[config.mk]
export PLATFORM = sky130hd
export DESIGN_NAME = tocd_top
export DESIGN_NICKNAME = d
export VERILOG_FILES = /design/src/rtl/tocd_pkg.sv /design/src/rtl/tocd_divider.sv /design/src/rtl/tocd_top.sv
export SDC_FILE = /design/constraint.sdc
export NUM_CORES = 1
export LEC_CHECK = 0
export CORE_ASPECT_RATIO = 1.75
export CORE_MARGIN = 3
export CORE_UTILIZATION = 50
export DETAILED_ROUTE_END_ITERATION = 7
export DONT_BUFFER_PORTS = 1
export GPL_TIMING_DRIVEN = 1
export HOLD_SLACK_MARGIN = 0.08
export MAX_ROUTING_LAYER = met4
export RECOVER_POWER = 50
export SETUP_SLACK_MARGIN = 0.3
export SLEW_MARGIN = 20
export SYNTH_ARGS = -nofsm -noshare
export SYNTH_HDL_FRONTEND = slang
export SYNTH_HIERARCHICAL = 1
export SYNTH_SLANG_ARGS = --single-unit
[constraint.sdc]
create_clock -name core_clk -period 6.8 [get_ports core_clk]
set_input_delay 0.68 -clock core_clk [delete_from_list [all_inputs] [get_ports core_clk]]
set_output_delay 0.68 -clock core_clk [all_outputs]
set_load 0.01 [all_outputs]
[src/rtl/tocd_pkg.sv]
// shared constants and types of the trigger output clock divider
package tocd_pkg;

    // register byte offsets on the bus
    localparam logic [7:0] ADDR_SEL        = 8'h00; // trigger selection
    localparam logic [7:0] ADDR_SRC_RATE   = 8'h04; // source divide rates
    localparam logic [7:0] ADDR_CHK_RATE   = 8'h08; // checker divide rates
    localparam logic [7:0] ADDR_FRAME_LEN0 = 8'h0C; // pattern length ch0
    localparam logic [7:0] ADDR_FRAME_LEN1 = 8'h10; // pattern length ch1
    localparam logic [7:0] ADDR_REF        = 8'h14; // reference and eye cfg
    localparam logic [7:0] ADDR_BIT_RATE   = 8'h18; // bit rate in kbit/s
    localparam logic [7:0] ADDR_EXT_IN     = 8'h1C; // ext input in kHz
    localparam logic [7:0] ADDR_STATUS     = 8'h20; // status flags
    localparam logic [7:0] ADDR_CLK_FREQ   = 8'h24; // bit clock freq kHz

    // field positions
    localparam int SEL_CODE_LSB   = 0;  // selection code [3:0]
    localparam int SEL_CHAN_BIT   = 4;  // selected channel
    localparam int SRC_RATE1_LSB  = 4;  // ch1 source rate [6:4]
    localparam int CHK_RATE1_BIT  = 1;  // ch1 checker rate
    localparam int REF_EYE_BIT    = 2;  // eye scope tracks bit rate
    localparam int ST_REJECT_BIT  = 0;  // selection refused, sticky
    localparam int ST_BITCLK_BIT  = 1;  // bit clock running
    localparam int ST_EXTBAD_BIT  = 2;  // ext input out of range
    localparam int ST_OPT_BIT     = 3;  // clock output option fitted
    localparam int SIXTEENTH_SHIFT = 4; // times 16

    // trigger output selections
    typedef enum logic [3:0] {
        SEL_SRC_DIV1,
        SEL_SRC_DIV2,
        SEL_SRC_DIV4,
        SEL_SRC_DIV8,
        SEL_SRC_DIV16,
        SEL_SRC_DIV64,
        SEL_SRC_FRAME,
        SEL_CHK_DIV4,
        SEL_CHK_DIV8,
        SEL_CHK_DIV16
    } tocd_sel_t;

    // channel divide rates, code is log2 of the denominator
    typedef enum logic [2:0] {
        RATE_1, RATE_2, RATE_4, RATE_8, RATE_16, RATE_32, RATE_64
    } tocd_rate_t;

    // reference clock choices
    typedef enum logic [1:0] {
        REF_INTERNAL, REF_EXT_10M, REF_EXT_SIXTEENTH
    } tocd_ref_t;

    // divide ratios
    localparam logic [31:0] DIV_1  = 32'h0000_0001;
    localparam logic [31:0] DIV_2  = 32'h0000_0002;
    localparam logic [31:0] DIV_4  = 32'h0000_0004;
    localparam logic [31:0] DIV_8  = 32'h0000_0008;
    localparam logic [31:0] DIV_16 = 32'h0000_0010;
    localparam logic [31:0] DIV_64 = 32'h0000_0040;

    // external input window in kHz
    localparam logic [31:0] EXT_MIN_KHZ = 32'h0007_A120;
    localparam logic [31:0] EXT_MAX_KHZ = 32'h000B_EBC2;

    // values after reset
    localparam logic [3:0]  RST_SEL       = 4'h6; // frame marker, legal
    localparam logic [31:0] RST_FRAME_LEN = 32'h0000_007F;
    localparam logic [31:0] RST_BIT_RATE  = 32'h0000_0000;
    localparam logic [31:0] RST_EXT_IN    = 32'h0000_0000;

endpackage : tocd_pkg

[src/rtl/tocd_divider.sv]
// tick counter that pulses once every modulus ticks
`timescale 1ns/10ps
module tocd_divider
(
    // clock and reset
    input  wire logic        core_clk,
    input  wire logic        rst,
    // control
    input  wire logic        restart,
    input  wire logic        tick,
    input  wire logic [31:0] modulus,
    // result
    output logic             pulse
);

    logic [31:0] count;      // ticks seen since last pulse
    logic [31:0] last_index; // modulus minus one, zero guarded
    logic        wrap;       // this tick ends a period

    // a zero modulus acts as one so the output never stalls
    assign last_index = (modulus == 32'h0000_0000) ? 32'h0000_0000
                                                   : modulus - 32'h1;
    assign wrap = tick && (count >= last_index);

    // counter, restart wins so a new setting starts clean
    always_ff @(posedge core_clk)
    begin
        if (rst || restart)
        begin
            count <= 32'h0000_0000;
            pulse <= 1'b0;
        end
        else
        begin
            pulse <= wrap;
            if (wrap)
                count <= 32'h0000_0000;
            else if (tick)
                count <= count + 32'h1;
        end
    end

endmodule : tocd_divider

[src/rtl/tocd_top.sv]
// trigger output selection, division and bit clock output with bus regs
// What this block does
// - divide source 1..64, checker 4..16, marker by length
// - marker pulses once per pattern repetition
// - source choices limited per source divide rate
// - second channel mirrors first with own clocks
// - checker choices limited per checker divide rate
// - no marker while eye scope tracks bit rate
// - fitted option drives undivided bit clock out
// - bit clock only at rates up to 1/8
// - bit clock follows trigger output channel
// - bit clock keeps running while marker selected
// - ten megahertz reference gives freq equal bit rate times rate
// - sixteenth reference gives 16 times input times rate
`timescale 1ns/10ps
module tocd_top
(
    // clock and reset
    input  wire logic        core_clk,
    input  wire logic        rst,
    // ahb-lite slave
    input  wire logic        hsel,
    input  wire logic [31:0] haddr,
    input  wire logic [1:0]  htrans,
    input  wire logic        hwrite,
    input  wire logic [2:0]  hsize,
    input  wire logic [31:0] hwdata,
    input  wire logic        hready,
    output logic [31:0]      hrdata,
    output logic             hreadyout,
    output logic             hresp,
    // bit strobes from channel logic, same clock
    input  wire logic        src_tick_ch0,
    input  wire logic        src_tick_ch1,
    input  wire logic        chk_tick_ch0,
    input  wire logic        chk_tick_ch1,
    // option strap pin
    input  wire logic        clk_opt_fitted_pin,
    // outputs toward the connectors
    output logic             trig_out,
    output logic             bit_clk_out,
    output logic             bit_clk_on
);

    // configuration registers
    logic [3:0]  sel_code;      // current trigger selection
    logic        sel_chan;      // channel of the selection
    logic [2:0]  src_rate0;     // source divide rate ch0
    logic [2:0]  src_rate1;     // source divide rate ch1
    logic        chk_rate0;     // checker divide rate ch0
    logic        chk_rate1;     // checker divide rate ch1
    logic [31:0] frame_len0;    // pattern length ch0 in bits
    logic [31:0] frame_len1;    // pattern length ch1 in bits
    logic [1:0]  ref_mode;      // reference clock choice
    logic        eye_track;     // eye scope data clock tracks bit rate
    logic [31:0] bit_rate;      // configured bit rate kbit/s
    logic [31:0] ext_in;        // external input frequency kHz
    logic        sel_reject;    // sticky, selection refused

    // bus pipeline
    logic        dp_write;      // data phase is a write
    logic [7:0]  dp_addr;       // latched address

    // strap synchroniser
    logic        opt_meta;      // first stage, read by opt_fitted only
    logic        opt_fitted;    // synchronised option strap

    // change detection for divider restart
    logic [9:0]  last_key;      // last seen selection and rates

    // combinational view
    logic        addr_phase;    // valid address phase this cycle
    logic        wr_sel;        // data phase write to selection
    logic [3:0]  new_code;      // requested selection code
    logic        new_chan;      // requested channel
    logic [2:0]  cur_src_rate;  // source rate of selected channel
    logic        cur_chk_rate;  // checker rate of selected channel
    logic [2:0]  new_src_rate;  // source rate of requested channel
    logic        new_chk_rate;  // checker rate of requested channel
    logic        new_legal;     // requested selection allowed
    logic        cur_legal;     // current selection still allowed
    logic        cur_src_tick;  // source strobe of selected channel
    logic        cur_chk_tick;  // checker strobe of selected channel
    logic        is_chk_sel;    // selection uses the checker clock
    logic        div_tick;      // tick fed to the divider
    logic [31:0] cur_frame_len; // pattern length of selected channel
    logic [31:0] modulus;       // ratio for the divider
    logic [9:0]  cfg_key;       // what restarts the divider
    logic        restart;       // restart request
    logic        div_pulse;     // divider output
    logic        bitclk_ok;     // option fitted and rate allow the undivided clock
    logic        ext_bad;       // external input outside window
    logic [31:0] freq_base;     // base of frequency calculation
    logic [31:0] clk_freq;      // reported bit clock frequency
    logic [31:0] rd_mux;        // read data for address phase
    logic        reject_set;    // refused selection this cycle
    logic        reject_clr;    // software clears the flag

    // allowed output per selection and rates
    function automatic logic legal_sel(input logic [3:0] code,
                                       input logic [2:0] srate,
                                       input logic       crate,
                                       input logic       eye);
        logic ok;
        ok = 1'b0;
        unique case (code)
            tocd_pkg::SEL_SRC_DIV1:
                ok = (srate >= tocd_pkg::RATE_8);
            tocd_pkg::SEL_SRC_DIV2:
                ok = (srate == tocd_pkg::RATE_4);
            tocd_pkg::SEL_SRC_DIV4:
                ok = (srate == tocd_pkg::RATE_2);
            tocd_pkg::SEL_SRC_DIV8:
                ok = (srate == tocd_pkg::RATE_1);
            tocd_pkg::SEL_SRC_DIV16:
                ok = (srate <= tocd_pkg::RATE_4);
            tocd_pkg::SEL_SRC_DIV64:
                ok = (srate == tocd_pkg::RATE_1);
            tocd_pkg::SEL_SRC_FRAME:
                ok = !eye;
            tocd_pkg::SEL_CHK_DIV4:
                ok = (crate == 1'b1);
            tocd_pkg::SEL_CHK_DIV8:
                ok = (crate == 1'b0);
            tocd_pkg::SEL_CHK_DIV16:
                ok = 1'b1;
            default:                 // unused codes are refused
                ok = 1'b0;
        endcase
        // rates above 1/64 do not exist
        if (srate > tocd_pkg::RATE_64)
            ok = 1'b0;
        return ok;
    endfunction : legal_sel

    // ratio for a selection
    function automatic logic [31:0] ratio_of(input logic [3:0]  code,
                                             input logic [31:0] flen);
        logic [31:0] r;
        r = tocd_pkg::DIV_1;
        unique case (code)
            tocd_pkg::SEL_SRC_DIV1:  r = tocd_pkg::DIV_1;
            tocd_pkg::SEL_SRC_DIV2:  r = tocd_pkg::DIV_2;
            tocd_pkg::SEL_SRC_DIV4:  r = tocd_pkg::DIV_4;
            tocd_pkg::SEL_SRC_DIV8:  r = tocd_pkg::DIV_8;
            tocd_pkg::SEL_SRC_DIV16: r = tocd_pkg::DIV_16;
            tocd_pkg::SEL_SRC_DIV64: r = tocd_pkg::DIV_64;
            tocd_pkg::SEL_SRC_FRAME: r = flen;
            tocd_pkg::SEL_CHK_DIV4:  r = tocd_pkg::DIV_4;
            tocd_pkg::SEL_CHK_DIV8:  r = tocd_pkg::DIV_8;
            tocd_pkg::SEL_CHK_DIV16: r = tocd_pkg::DIV_16;
            default:                 r = tocd_pkg::DIV_1;
        endcase
        return r;
    endfunction : ratio_of

    // bus decode, every transfer is zero wait and okay
    assign addr_phase = hsel && htrans[1] && hready;
    assign wr_sel     = dp_write && (dp_addr == tocd_pkg::ADDR_SEL);
    assign new_code   = hwdata[tocd_pkg::SEL_CODE_LSB +: 4];
    assign new_chan   = hwdata[tocd_pkg::SEL_CHAN_BIT];

    // the second channel uses its own clocks and rates
    assign cur_src_rate = sel_chan ? src_rate1 : src_rate0;
    assign cur_chk_rate = sel_chan ? chk_rate1 : chk_rate0;
    assign new_src_rate = new_chan ? src_rate1 : src_rate0;
    assign new_chk_rate = new_chan ? chk_rate1 : chk_rate0;
    assign cur_src_tick = sel_chan ? src_tick_ch1 : src_tick_ch0;
    assign cur_chk_tick = sel_chan ? chk_tick_ch1 : chk_tick_ch0;
    assign cur_frame_len = sel_chan ? frame_len1 : frame_len0;

    // legality of the request and of what is in force
    assign new_legal = legal_sel(new_code, new_src_rate, new_chk_rate,
                                 eye_track);
    assign cur_legal = legal_sel(sel_code, cur_src_rate, cur_chk_rate,
                                 eye_track);
    assign reject_set = wr_sel && !new_legal;
    assign reject_clr = dp_write && (dp_addr == tocd_pkg::ADDR_STATUS)
                        && hwdata[tocd_pkg::ST_REJECT_BIT];

    // clock source for the divider
    assign is_chk_sel = (sel_code >= tocd_pkg::SEL_CHK_DIV4);
    assign div_tick   = is_chk_sel ? cur_chk_tick : cur_src_tick;
    assign modulus    = ratio_of(sel_code, cur_frame_len);

    // any change of selection, selected channel rate or eye tracking restarts the count
    assign cfg_key = {sel_chan, sel_code, cur_src_rate, cur_chk_rate,
                      eye_track};
    assign restart = (cfg_key != last_key);

    // undivided clock only at the low divide rates
    assign bitclk_ok = opt_fitted
                       && (cur_src_rate <= tocd_pkg::RATE_8);

    // external input window check, reported only
    assign ext_bad = (ref_mode == tocd_pkg::REF_EXT_SIXTEENTH)
                     && ((ext_in < tocd_pkg::EXT_MIN_KHZ)
                      || (ext_in > tocd_pkg::EXT_MAX_KHZ));

    // frequency of the undivided clock in kHz
    assign freq_base = (ref_mode == tocd_pkg::REF_EXT_SIXTEENTH)
                       ? (ext_in << tocd_pkg::SIXTEENTH_SHIFT)
                       : bit_rate;
    // zero when the rate suppresses the clock; no overflow guard, a limitation
    assign clk_freq = (cur_src_rate <= tocd_pkg::RATE_8)
                      ? (freq_base << cur_src_rate)
                      : 32'h0000_0000;

    // read mux, unmapped offsets read zero
    always_comb
    begin
        rd_mux = 32'h0000_0000;
        unique case (haddr[7:0])
            tocd_pkg::ADDR_SEL:
                rd_mux = {27'h0, sel_chan, sel_code};
            tocd_pkg::ADDR_SRC_RATE:
                rd_mux = {25'h0, src_rate1, 1'b0, src_rate0};
            tocd_pkg::ADDR_CHK_RATE:
                rd_mux = {30'h0, chk_rate1, chk_rate0};
            tocd_pkg::ADDR_FRAME_LEN0:
                rd_mux = frame_len0;
            tocd_pkg::ADDR_FRAME_LEN1:
                rd_mux = frame_len1;
            tocd_pkg::ADDR_REF:
                rd_mux = {29'h0, eye_track, ref_mode};
            tocd_pkg::ADDR_BIT_RATE:
                rd_mux = bit_rate;
            tocd_pkg::ADDR_EXT_IN:
                rd_mux = ext_in;
            tocd_pkg::ADDR_STATUS:
                rd_mux = {28'h0, opt_fitted, ext_bad, bit_clk_on,
                          sel_reject};
            tocd_pkg::ADDR_CLK_FREQ:
                rd_mux = clk_freq;
            default:
                rd_mux = 32'h0000_0000;
        endcase
    end

    // address phase capture and read data
    always_ff @(posedge core_clk)
    begin
        if (rst)
        begin
            dp_write  <= 1'b0;
            dp_addr   <= 8'h00;
            hrdata    <= 32'h0000_0000;
            hreadyout <= 1'b1;
            hresp     <= 1'b0;
        end
        else
        begin
            dp_write  <= addr_phase && hwrite;
            dp_addr   <= haddr[7:0];
            hrdata    <= (addr_phase && !hwrite) ? rd_mux : 32'h0000_0000;
            hreadyout <= 1'b1;
            hresp     <= 1'b0;
        end
    end

    // selection register, an illegal request leaves it untouched
    always_ff @(posedge core_clk)
    begin
        if (rst)
        begin
            sel_code <= tocd_pkg::RST_SEL;
            sel_chan <= 1'b0;
        end
        else if (wr_sel && new_legal)
        begin
            sel_code <= new_code;
            sel_chan <= new_chan;
        end
    end

    // refused flag, a new refusal beats the clear
    always_ff @(posedge core_clk)
    begin
        if (rst)
            sel_reject <= 1'b0;
        else if (reject_set)
            sel_reject <= 1'b1;
        else if (reject_clr)
            sel_reject <= 1'b0;
    end

    // rates and lengths
    always_ff @(posedge core_clk)
    begin
        if (rst)
        begin
            src_rate0  <= tocd_pkg::RATE_1;
            src_rate1  <= tocd_pkg::RATE_1;
            chk_rate0  <= 1'b0;
            chk_rate1  <= 1'b0;
            frame_len0 <= tocd_pkg::RST_FRAME_LEN;
            frame_len1 <= tocd_pkg::RST_FRAME_LEN;
        end
        else if (dp_write)
        begin
            if (dp_addr == tocd_pkg::ADDR_SRC_RATE)
            begin
                src_rate0 <= hwdata[2:0];
                src_rate1 <= hwdata[tocd_pkg::SRC_RATE1_LSB +: 3];
            end
            if (dp_addr == tocd_pkg::ADDR_CHK_RATE)
            begin
                chk_rate0 <= hwdata[0];
                chk_rate1 <= hwdata[tocd_pkg::CHK_RATE1_BIT];
            end
            if (dp_addr == tocd_pkg::ADDR_FRAME_LEN0)
                frame_len0 <= hwdata;
            if (dp_addr == tocd_pkg::ADDR_FRAME_LEN1)
                frame_len1 <= hwdata;
        end
    end

    // reference and frequency settings
    always_ff @(posedge core_clk)
    begin
        if (rst)
        begin
            ref_mode  <= tocd_pkg::REF_INTERNAL;
            eye_track <= 1'b0;
            bit_rate  <= tocd_pkg::RST_BIT_RATE;
            ext_in    <= tocd_pkg::RST_EXT_IN;
        end
        else if (dp_write)
        begin
            if (dp_addr == tocd_pkg::ADDR_REF)
            begin
                ref_mode  <= hwdata[1:0];
                eye_track <= hwdata[tocd_pkg::REF_EYE_BIT];
            end
            if (dp_addr == tocd_pkg::ADDR_BIT_RATE)
                bit_rate <= hwdata;
            if (dp_addr == tocd_pkg::ADDR_EXT_IN)
                ext_in <= hwdata;
        end
    end

    // strap synchroniser, second stage is the only reader of the first
    always_ff @(posedge core_clk)
    begin
        if (rst)
        begin
            opt_meta   <= 1'b0;
            opt_fitted <= 1'b0;
        end
        else
        begin
            opt_meta   <= clk_opt_fitted_pin;
            opt_fitted <= opt_meta;
        end
    end

    // remember configuration to spot changes
    always_ff @(posedge core_clk)
    begin
        if (rst)
            last_key <= 10'h000;
        else
            last_key <= cfg_key;
    end

    // the one divider, shared by all selections
    tocd_divider u_divider
    (
        .core_clk (core_clk),
        .rst      (rst),
        .restart  (restart),
        .tick     (div_tick),
        .modulus  (modulus),
        .pulse    (div_pulse)
    );

    // trigger output, gated if a rate change made the choice illegal
    always_ff @(posedge core_clk)
    begin
        if (rst || restart)
            trig_out <= 1'b0;
        else
            trig_out <= div_pulse && cur_legal;
    end

    // undivided clock from the selected channel source, also while the
    // marker is out; it ignores trigger legality on purpose
    always_ff @(posedge core_clk)
    begin
        if (rst)
        begin
            bit_clk_out <= 1'b0;
            bit_clk_on  <= 1'b0;
        end
        else
        begin
            bit_clk_out <= bitclk_ok && cur_src_tick;
            bit_clk_on  <= bitclk_ok;
        end
    end

endmodule : tocd_top

Word level (Yosys, flattened, before mapping). Index checks and enable logic that the tools add are counted. W data, S select, Z words.

Bits in registers: 234. Input port bits: 79. Output and inout port bits: 37. Word-level logic and storage cells: 142.

Add/subtract/negate cells: 2. Magnitude comparators: 11. Equal/unequal tests: 41. Shifts and indexed selects: 1. Muxes and demuxes: 19. Bitwise operators: 3. Reduce and logical (&&, ||, !) cells: 41.

Operator list (count): $pmux W32 S10 (1); $pmux W32 S6 (1); $mux W32 (4); $eq A8 B5 Y1 const B (8); $add A32 B1 Y32 const B (1); $eq A4 B3 Y1 const B (8); $eq A8 B4 Y1 const B (4); $ge A32 B32 Y1 (1); $gt A32 B20 Y1 const B (1); $logic_not A32 Y1 (1); $lt A32 B19 Y1 const B (1); $shl A32 B3 Y32 (1); $sub A32 B1 Y32 const B (1); $eq A8 B6 Y1 const B (3); $pmux W1 S9 (2); $eq A4 B2 Y1 const B (4); $eq A4 B4 Y1 const B (4); $eq A8 B3 Y1 const B (2); $logic_not A8 Y1 (2); $logic_and A1 B1 Y1 (14); $reduce_and A2 Y1 (7); $reduce_or A2 Y1 (7); $ne A10 B10 Y1 (1); $le A3 B2 Y1 const B (3); 15 further kinds (36).

Depth between registers and ports, before layout.
Depth in word-level cells: 8. Gate-level depth with buffers: 22. Mapped depth without buffers: 17.

Modules after synthesis. Netlist, hierarchy kept.

By module, submodules not included: tocd_top (instances 1, cells an instance 1244, area an instance 10199.8 µm², seq. area each 4023.9 µm²); tocd_divider (instances 1, cells an instance 371, area an instance 2937.8 µm², seq. area each 660.6 µm²).

Least setup slack after synthesis. Ideal clock, no wire load.

Path kind: register to register. From: register sel_chan. To: register u_divider.count[2]. Setup time: 134 ps. Arrival time: 4748 ps. Data required time: 6666 ps. Path slack: 1918 ps. Stages on the path, launching flop included: 20. Buffers on the path: 5. Clock period less this slack: 4882 ps. Cells stage by stage: dfxtp_1 buf_6 buf_2 buf_2 buf_2 mux2i_1 nor2_1 or4_1 nor2_1 nand4_2 or4_4 nor3_1 a21oi_1 ha_1 nand4_1 or4_1 a31oi_1 o21a_1 clkbuf_1 nor4_1.

Longest elaborated chain between the ends: 7. Elaborated cells between the ends (all ways): 15. Classes of those cells: add/sub: 1; order compare: 1; eq/ne: 1; mux: 8; reduce/logical: 4.

RTL lines: from (decl) (line tocd_top.sv:47) `logic sel_chan;`; from (signal assigned) (line tocd_top.sv:272) `sel_chan <= new_chan;`; $mux W32 (*) (line tocd_top.sv:170) `assign cur_frame_len = sel_chan ? frame_len1 : frame_len0;`; $pmux W32 S6 (*) (line tocd_top.sv:141) `unique case (code)`; via modulus[18] (line tocd_top.sv:87) `logic [31:0] modulus;`; $sub A32 B1 Y32 / $logic_not A32 Y1 (equally long branches) (line tocd_divider.sv:22, tocd_divider.sv:21); $mux W32 (*) (line tocd_divider.sv:21) `assign last_index = (modulus == 32'h0000_0000) ? 32'h0000_0000`; $ge A32 B32 Y1 (*) (line tocd_divider.sv:23) `assign wrap = tick && (count >= last_index);`; $logic_and A1 B1 Y1 (*) (line tocd_divider.sv:23); $reduce_or A2 Y1 (no source line) (*); to (signal assigned) (line tocd_divider.sv:39) `count <= count + 32'h1;`; to (decl) (line tocd_divider.sv:16) `logic [31:0] count;`.

The timed path passes the listed nets; every way through them passes the cells marked *. A chain may end at the register's enable or synchronous reset.

Final worst setup path.
From: register sel_chan. To: register u_divider.count[13].

Same word-level chain as after synthesis.

==> flow_summary.json <==
{
  "ys_seq_area_share_pct": 35.7,
  "critPathKind": "reg -> reg",
  "synth_top_family_by_area": "simple AND/OR/NAND/NOR gates",
  "min_period_ps": 5720,
  "cts_inserted_buffers": 23,
  "synth_compound_area_share_pct": 15.8,
  "ys.warnings.count": 6,
  "drive_gt1_share_pct": 6.47,
  "yosys.cell_count.top_type": "nand2_1",
  "synth_mux_area_share_pct": 11.4,
  "multi_input_area_sq_mm": 0.00784,
  "drv_cap": 5,
  "total_power_w": 0.00285,
  "dieArea_sq_mm": 0.0283,
  "yosys.area.top_type": "dfxtp_1",
  "cts_hold_repair.buffers": 0,
  "ys_ff_latch": 234,
  "nets": 1660,
  "crit_family": "simple AND/OR/NAND/NOR gates",
  "num-fill-cells": 2452,
  "worstHoldEndpoint": "chk_rate0$_SDFFE_PP0P_",
  "clkSinkCount": 234,
  "drc": 0,
  "syn_area_sq_mm": 0.0131,
  "overflow": 0,
  "fin_crit_sh_pct": 84.1,
  "place.gp.congestion": 0.918,
  "synth_common_cells": "nand2_1 (326), dfxtp_1 (234), a21oi_1 (150)",
  "critical_path.max_stage_delay_ps": 850,
  "synth-edff-count": 0,
  "power_leakage_nw": 5.23,
  "min_path_type": "in -> reg",
  "power_density_mw_per_mm2": 204,
  "synthAdderAreaFrac_pct": 3.42,
  "path_cells": "buf_4 -> mux2i_1 -> nor2_1 -> or4_1 -> nor2_1 -> nand4_2 -> or4_4 -> nor3_1 -> a21oi_1 -> ha_1 -> nand4_1 -> or4_1 -> a31oi_1 -> o21a_1 -> buf_4 -> nor3_1",
  "regArea_sq_mm": 0.00468,
  "cts_resized": 0,
  "worst-path-stages": 16,
  "place_ws_ps": 1220,
  "avgSynthCellArea_sq_um": 8.13,
  "drv_slew": 151,
  "hold_start": "rst",
  "worstSetupEndpointType": "flop",
  "async_flop_share_pct": 0,
  "drt_iter0_markers": 1010,
  "crit_arrival_ps": 6110,
  "timing.rr.start": "sel_chan$_SDFFE_PP0P_",
  "synth_nets": 1729,
  "wire_per_inst_um": 22.3,
  "grt_pass1_vias": 11300,
  "ctsHtreeMaxLevel": 1,
  "portBuffers": 0,
  "grt_max_degree": 171,
  "die_h_um": 220,
  "area_growth_syn_to_layout_pct": 6.38,
  "whs_path_depth": 1,
  "start_util_pct": 51.5,
  "crit_fanout": 30,
  "rsz0062_at_grt": "false",
  "synthCells": 1615,
  "worst_slew_pin_slew_ps": 2190,
  "fin_util_pct": 54.7,
  "r2r_slack_ps": 1080,
  "setup_violations": 0,
  "timing.fmax_ghz": 0.175,
  "finalHoldViolations": 0,
  "antenna_left": 0,
  "clock_latency_ps": 560,
  "worst-path-buf-inv": 2,
  "layout_setup_ws_ps": 1080,
  "vias": 11700,
  "antenna_found_initial": 1,
  "worstReg2RegEnd": "u_divider/count[13]$_SDFFE_PP0P_",
  "post_cts_buffers": 0,
  "fp.dieW_um": 129,
  "cts-root-buf": "clkbuf_16",
  "cts_tree": "done",
  "clock_path_buffers": 3,
  "ir_drop_mv": 0.196,
  "maxSlewHeadroom_pct": -45.7,
  "synth_top_cell_area_share_pct": 35.7,
  "core_area_sq_mm": 0.0255,
  "num_rows": 77,
  "rr_worst_depth": 16,
  "viasPerCell": 6.26,
  "yosys.area_share.simple_pct": 24.6,
  "wl_mm": 41.8,
  "worstSetupStartpointType": "flop",
  "grt_pass1_wl_mm": 64.3,
  "setup_tns_ps": 0,
  "status": "finished, violations left",
  "crit_required_ps": 7190,
  "io_pins": 116,
  "synth.area.top_cells": "dfxtp_1 (36%), mux2i_1 (9.7%), nand2_1 (9.3%)",
  "violations": "capacitance limit, slew limit",
  "ys.flop_type": "dfxtp_1",
  "synth_cell_type_count": 85,
  "grt.total_usage_pct": 29.8,
  "first_pass_iters": 8,
  "finClkSkew_ps": 29.8,
  "clk_pin_slew_ps": 60,
  "synth-xor-area-share_pct": 4.27,
  "crit_slowest_cell": "dfxtp_1",
  "dp_hpwl_mm": 28.4,
  "hold_ws_ps": 196
}
[per-layer routing]
| layer | vias to the layer above | share of wire (%) | GRT usage, % | routed length (um) |
|---|---|---|---|---|
| li1 | 5552 | - | - | - |
| met1 | 5555 | 37 | 34.4 | 15600 |
| met2 | 506 | 48 | 48.0 | 20100 |
| met3 | 134 | 6.8 | 4.32 | 2860 |
| met4 | 0 | 7.7 | 19.1 | 3230 |
| met5 | - | 0 | - | 0 |
[flip-flops by register name, indices dropped and copies added, names as in the netlist, 2 cells and up]
name             count
bit_rate            32
ext_in              32
frame_len0          32
frame_len1          32
hrdata              32
u_divider/count     32
last_key            10
dp_addr              8
sel_code             4
src_rate0            3
src_rate1            3
ref_mode             2
[where the power goes]
group          leakage [nW]  internal [W]  switching, W
Combinational          2.93     0.0000175     0.0000290
Clock                 0.419      0.000860      0.000563
Sequential             1.89       0.00138    0.00000399
Total                  5.23       0.00225      0.000596
[logic make-up after synthesis]
group | after synthesis
flip-flops | 234
AO/OA/AOI/OAI | 316
adder cells (fa/ha/maj) | 36
other | 2
multiplexers | 141
buffers and inverters | 132
AND/OR/NAND/NOR | 690
XOR/XNOR | 64
[final cells by class]
cell class | count | share of cell area, %
antenna | 1 | 0.0179
clock buffer | 31 | 4.91
clock inverter | 9 | 1.16
inverter | 18 | 0.483
multi-input combinational | 1249 | 56.1
sequential | 234 | 33.5
tap | 316 | 2.83
timing repair buffer | 20 | 1.00
[through the flow]
stage | cell area [sq um] | cells
final | 14000 | 1878
after global routing | 14000 | 1878
after CTS | 14000 | 1877
after detailed placement | 13200 | 1837
after global placement | 13200 | 1837
after floorplan | 13100 | 1615
[worst max path at each step]
| stage | from | end | slack (ps) |
|---|---|---|---|
| 5_1_grt | sel_code[0]$_SDFFE_PP0P_ | u_divider/count[2]$_SDFFE_PP0P_ | 640 |
| 2_1_floorplan | sel_chan$_SDFFE_PP0P_ | u_divider/count[2]$_SDFFE_PP0P_ | 1920 |
| 3_5_place_dp | sel_code[0]$_SDFFE_PP0P_ | u_divider/count[2]$_SDFFE_PP0P_ | 1220 |
| 4_1_cts | sel_code[0]$_SDFFE_PP0P_ | u_divider/count[24]$_SDFFE_PP0P_ | 1200 |
| 6_report | sel_chan$_SDFFE_PP0P_ | u_divider/count[13]$_SDFFE_PP0P_ | 1080 |
| 3_3_place_gp | sel_code[0]$_SDFFE_PP0P_ | u_divider/count[2]$_SDFFE_PP0P_ | 1350 |
[cell usage in the layout, fill, tap and decap left out, drive strengths merged, types with 4 or more instances in the layout]
| cell | n |
|---|---|
| nand2 | 327 |
| dfxtp | 234 |
| a21oi | 150 |
| nor2 | 143 |
| mux2i | 129 |
| nor3 | 55 |
| xor2 | 38 |
| clkbuf | 37 |
| ha | 35 |
| nand3 | 35 |
| o21ai | 26 |
| xnor2 | 26 |
| a21o | 24 |
| nor2b | 22 |
| a22o | 21 |
| nor4 | 21 |
| inv | 19 |
| a222oi | 18 |
| a22oi | 17 |
| nand4 | 17 |
| buf | 14 |
| nand3b | 13 |
| nand2b | 12 |
| a221oi | 11 |
| and3 | 9 |
| a31oi | 8 |
| or4 | 8 |
| mux2 | 7 |
| a211o | 5 |
| mux4 | 5 |
| o22ai | 4 |
| bufinv | 4 |
| and4 | 4 |
| o211ai | 4 |
| or2 | 4 |
[worst register-to-register path, delay by kind of cell (launching register included)]
family	cells	cell delay (ps)
AOI/OAI and AO/OA	3	410
and+or+nand+nor	9	2810
buffers and inverters	2	660
DFF	1	850
muxes	1	490
adders and majority gates	1	340
Power figures use the tool's default switching activity.
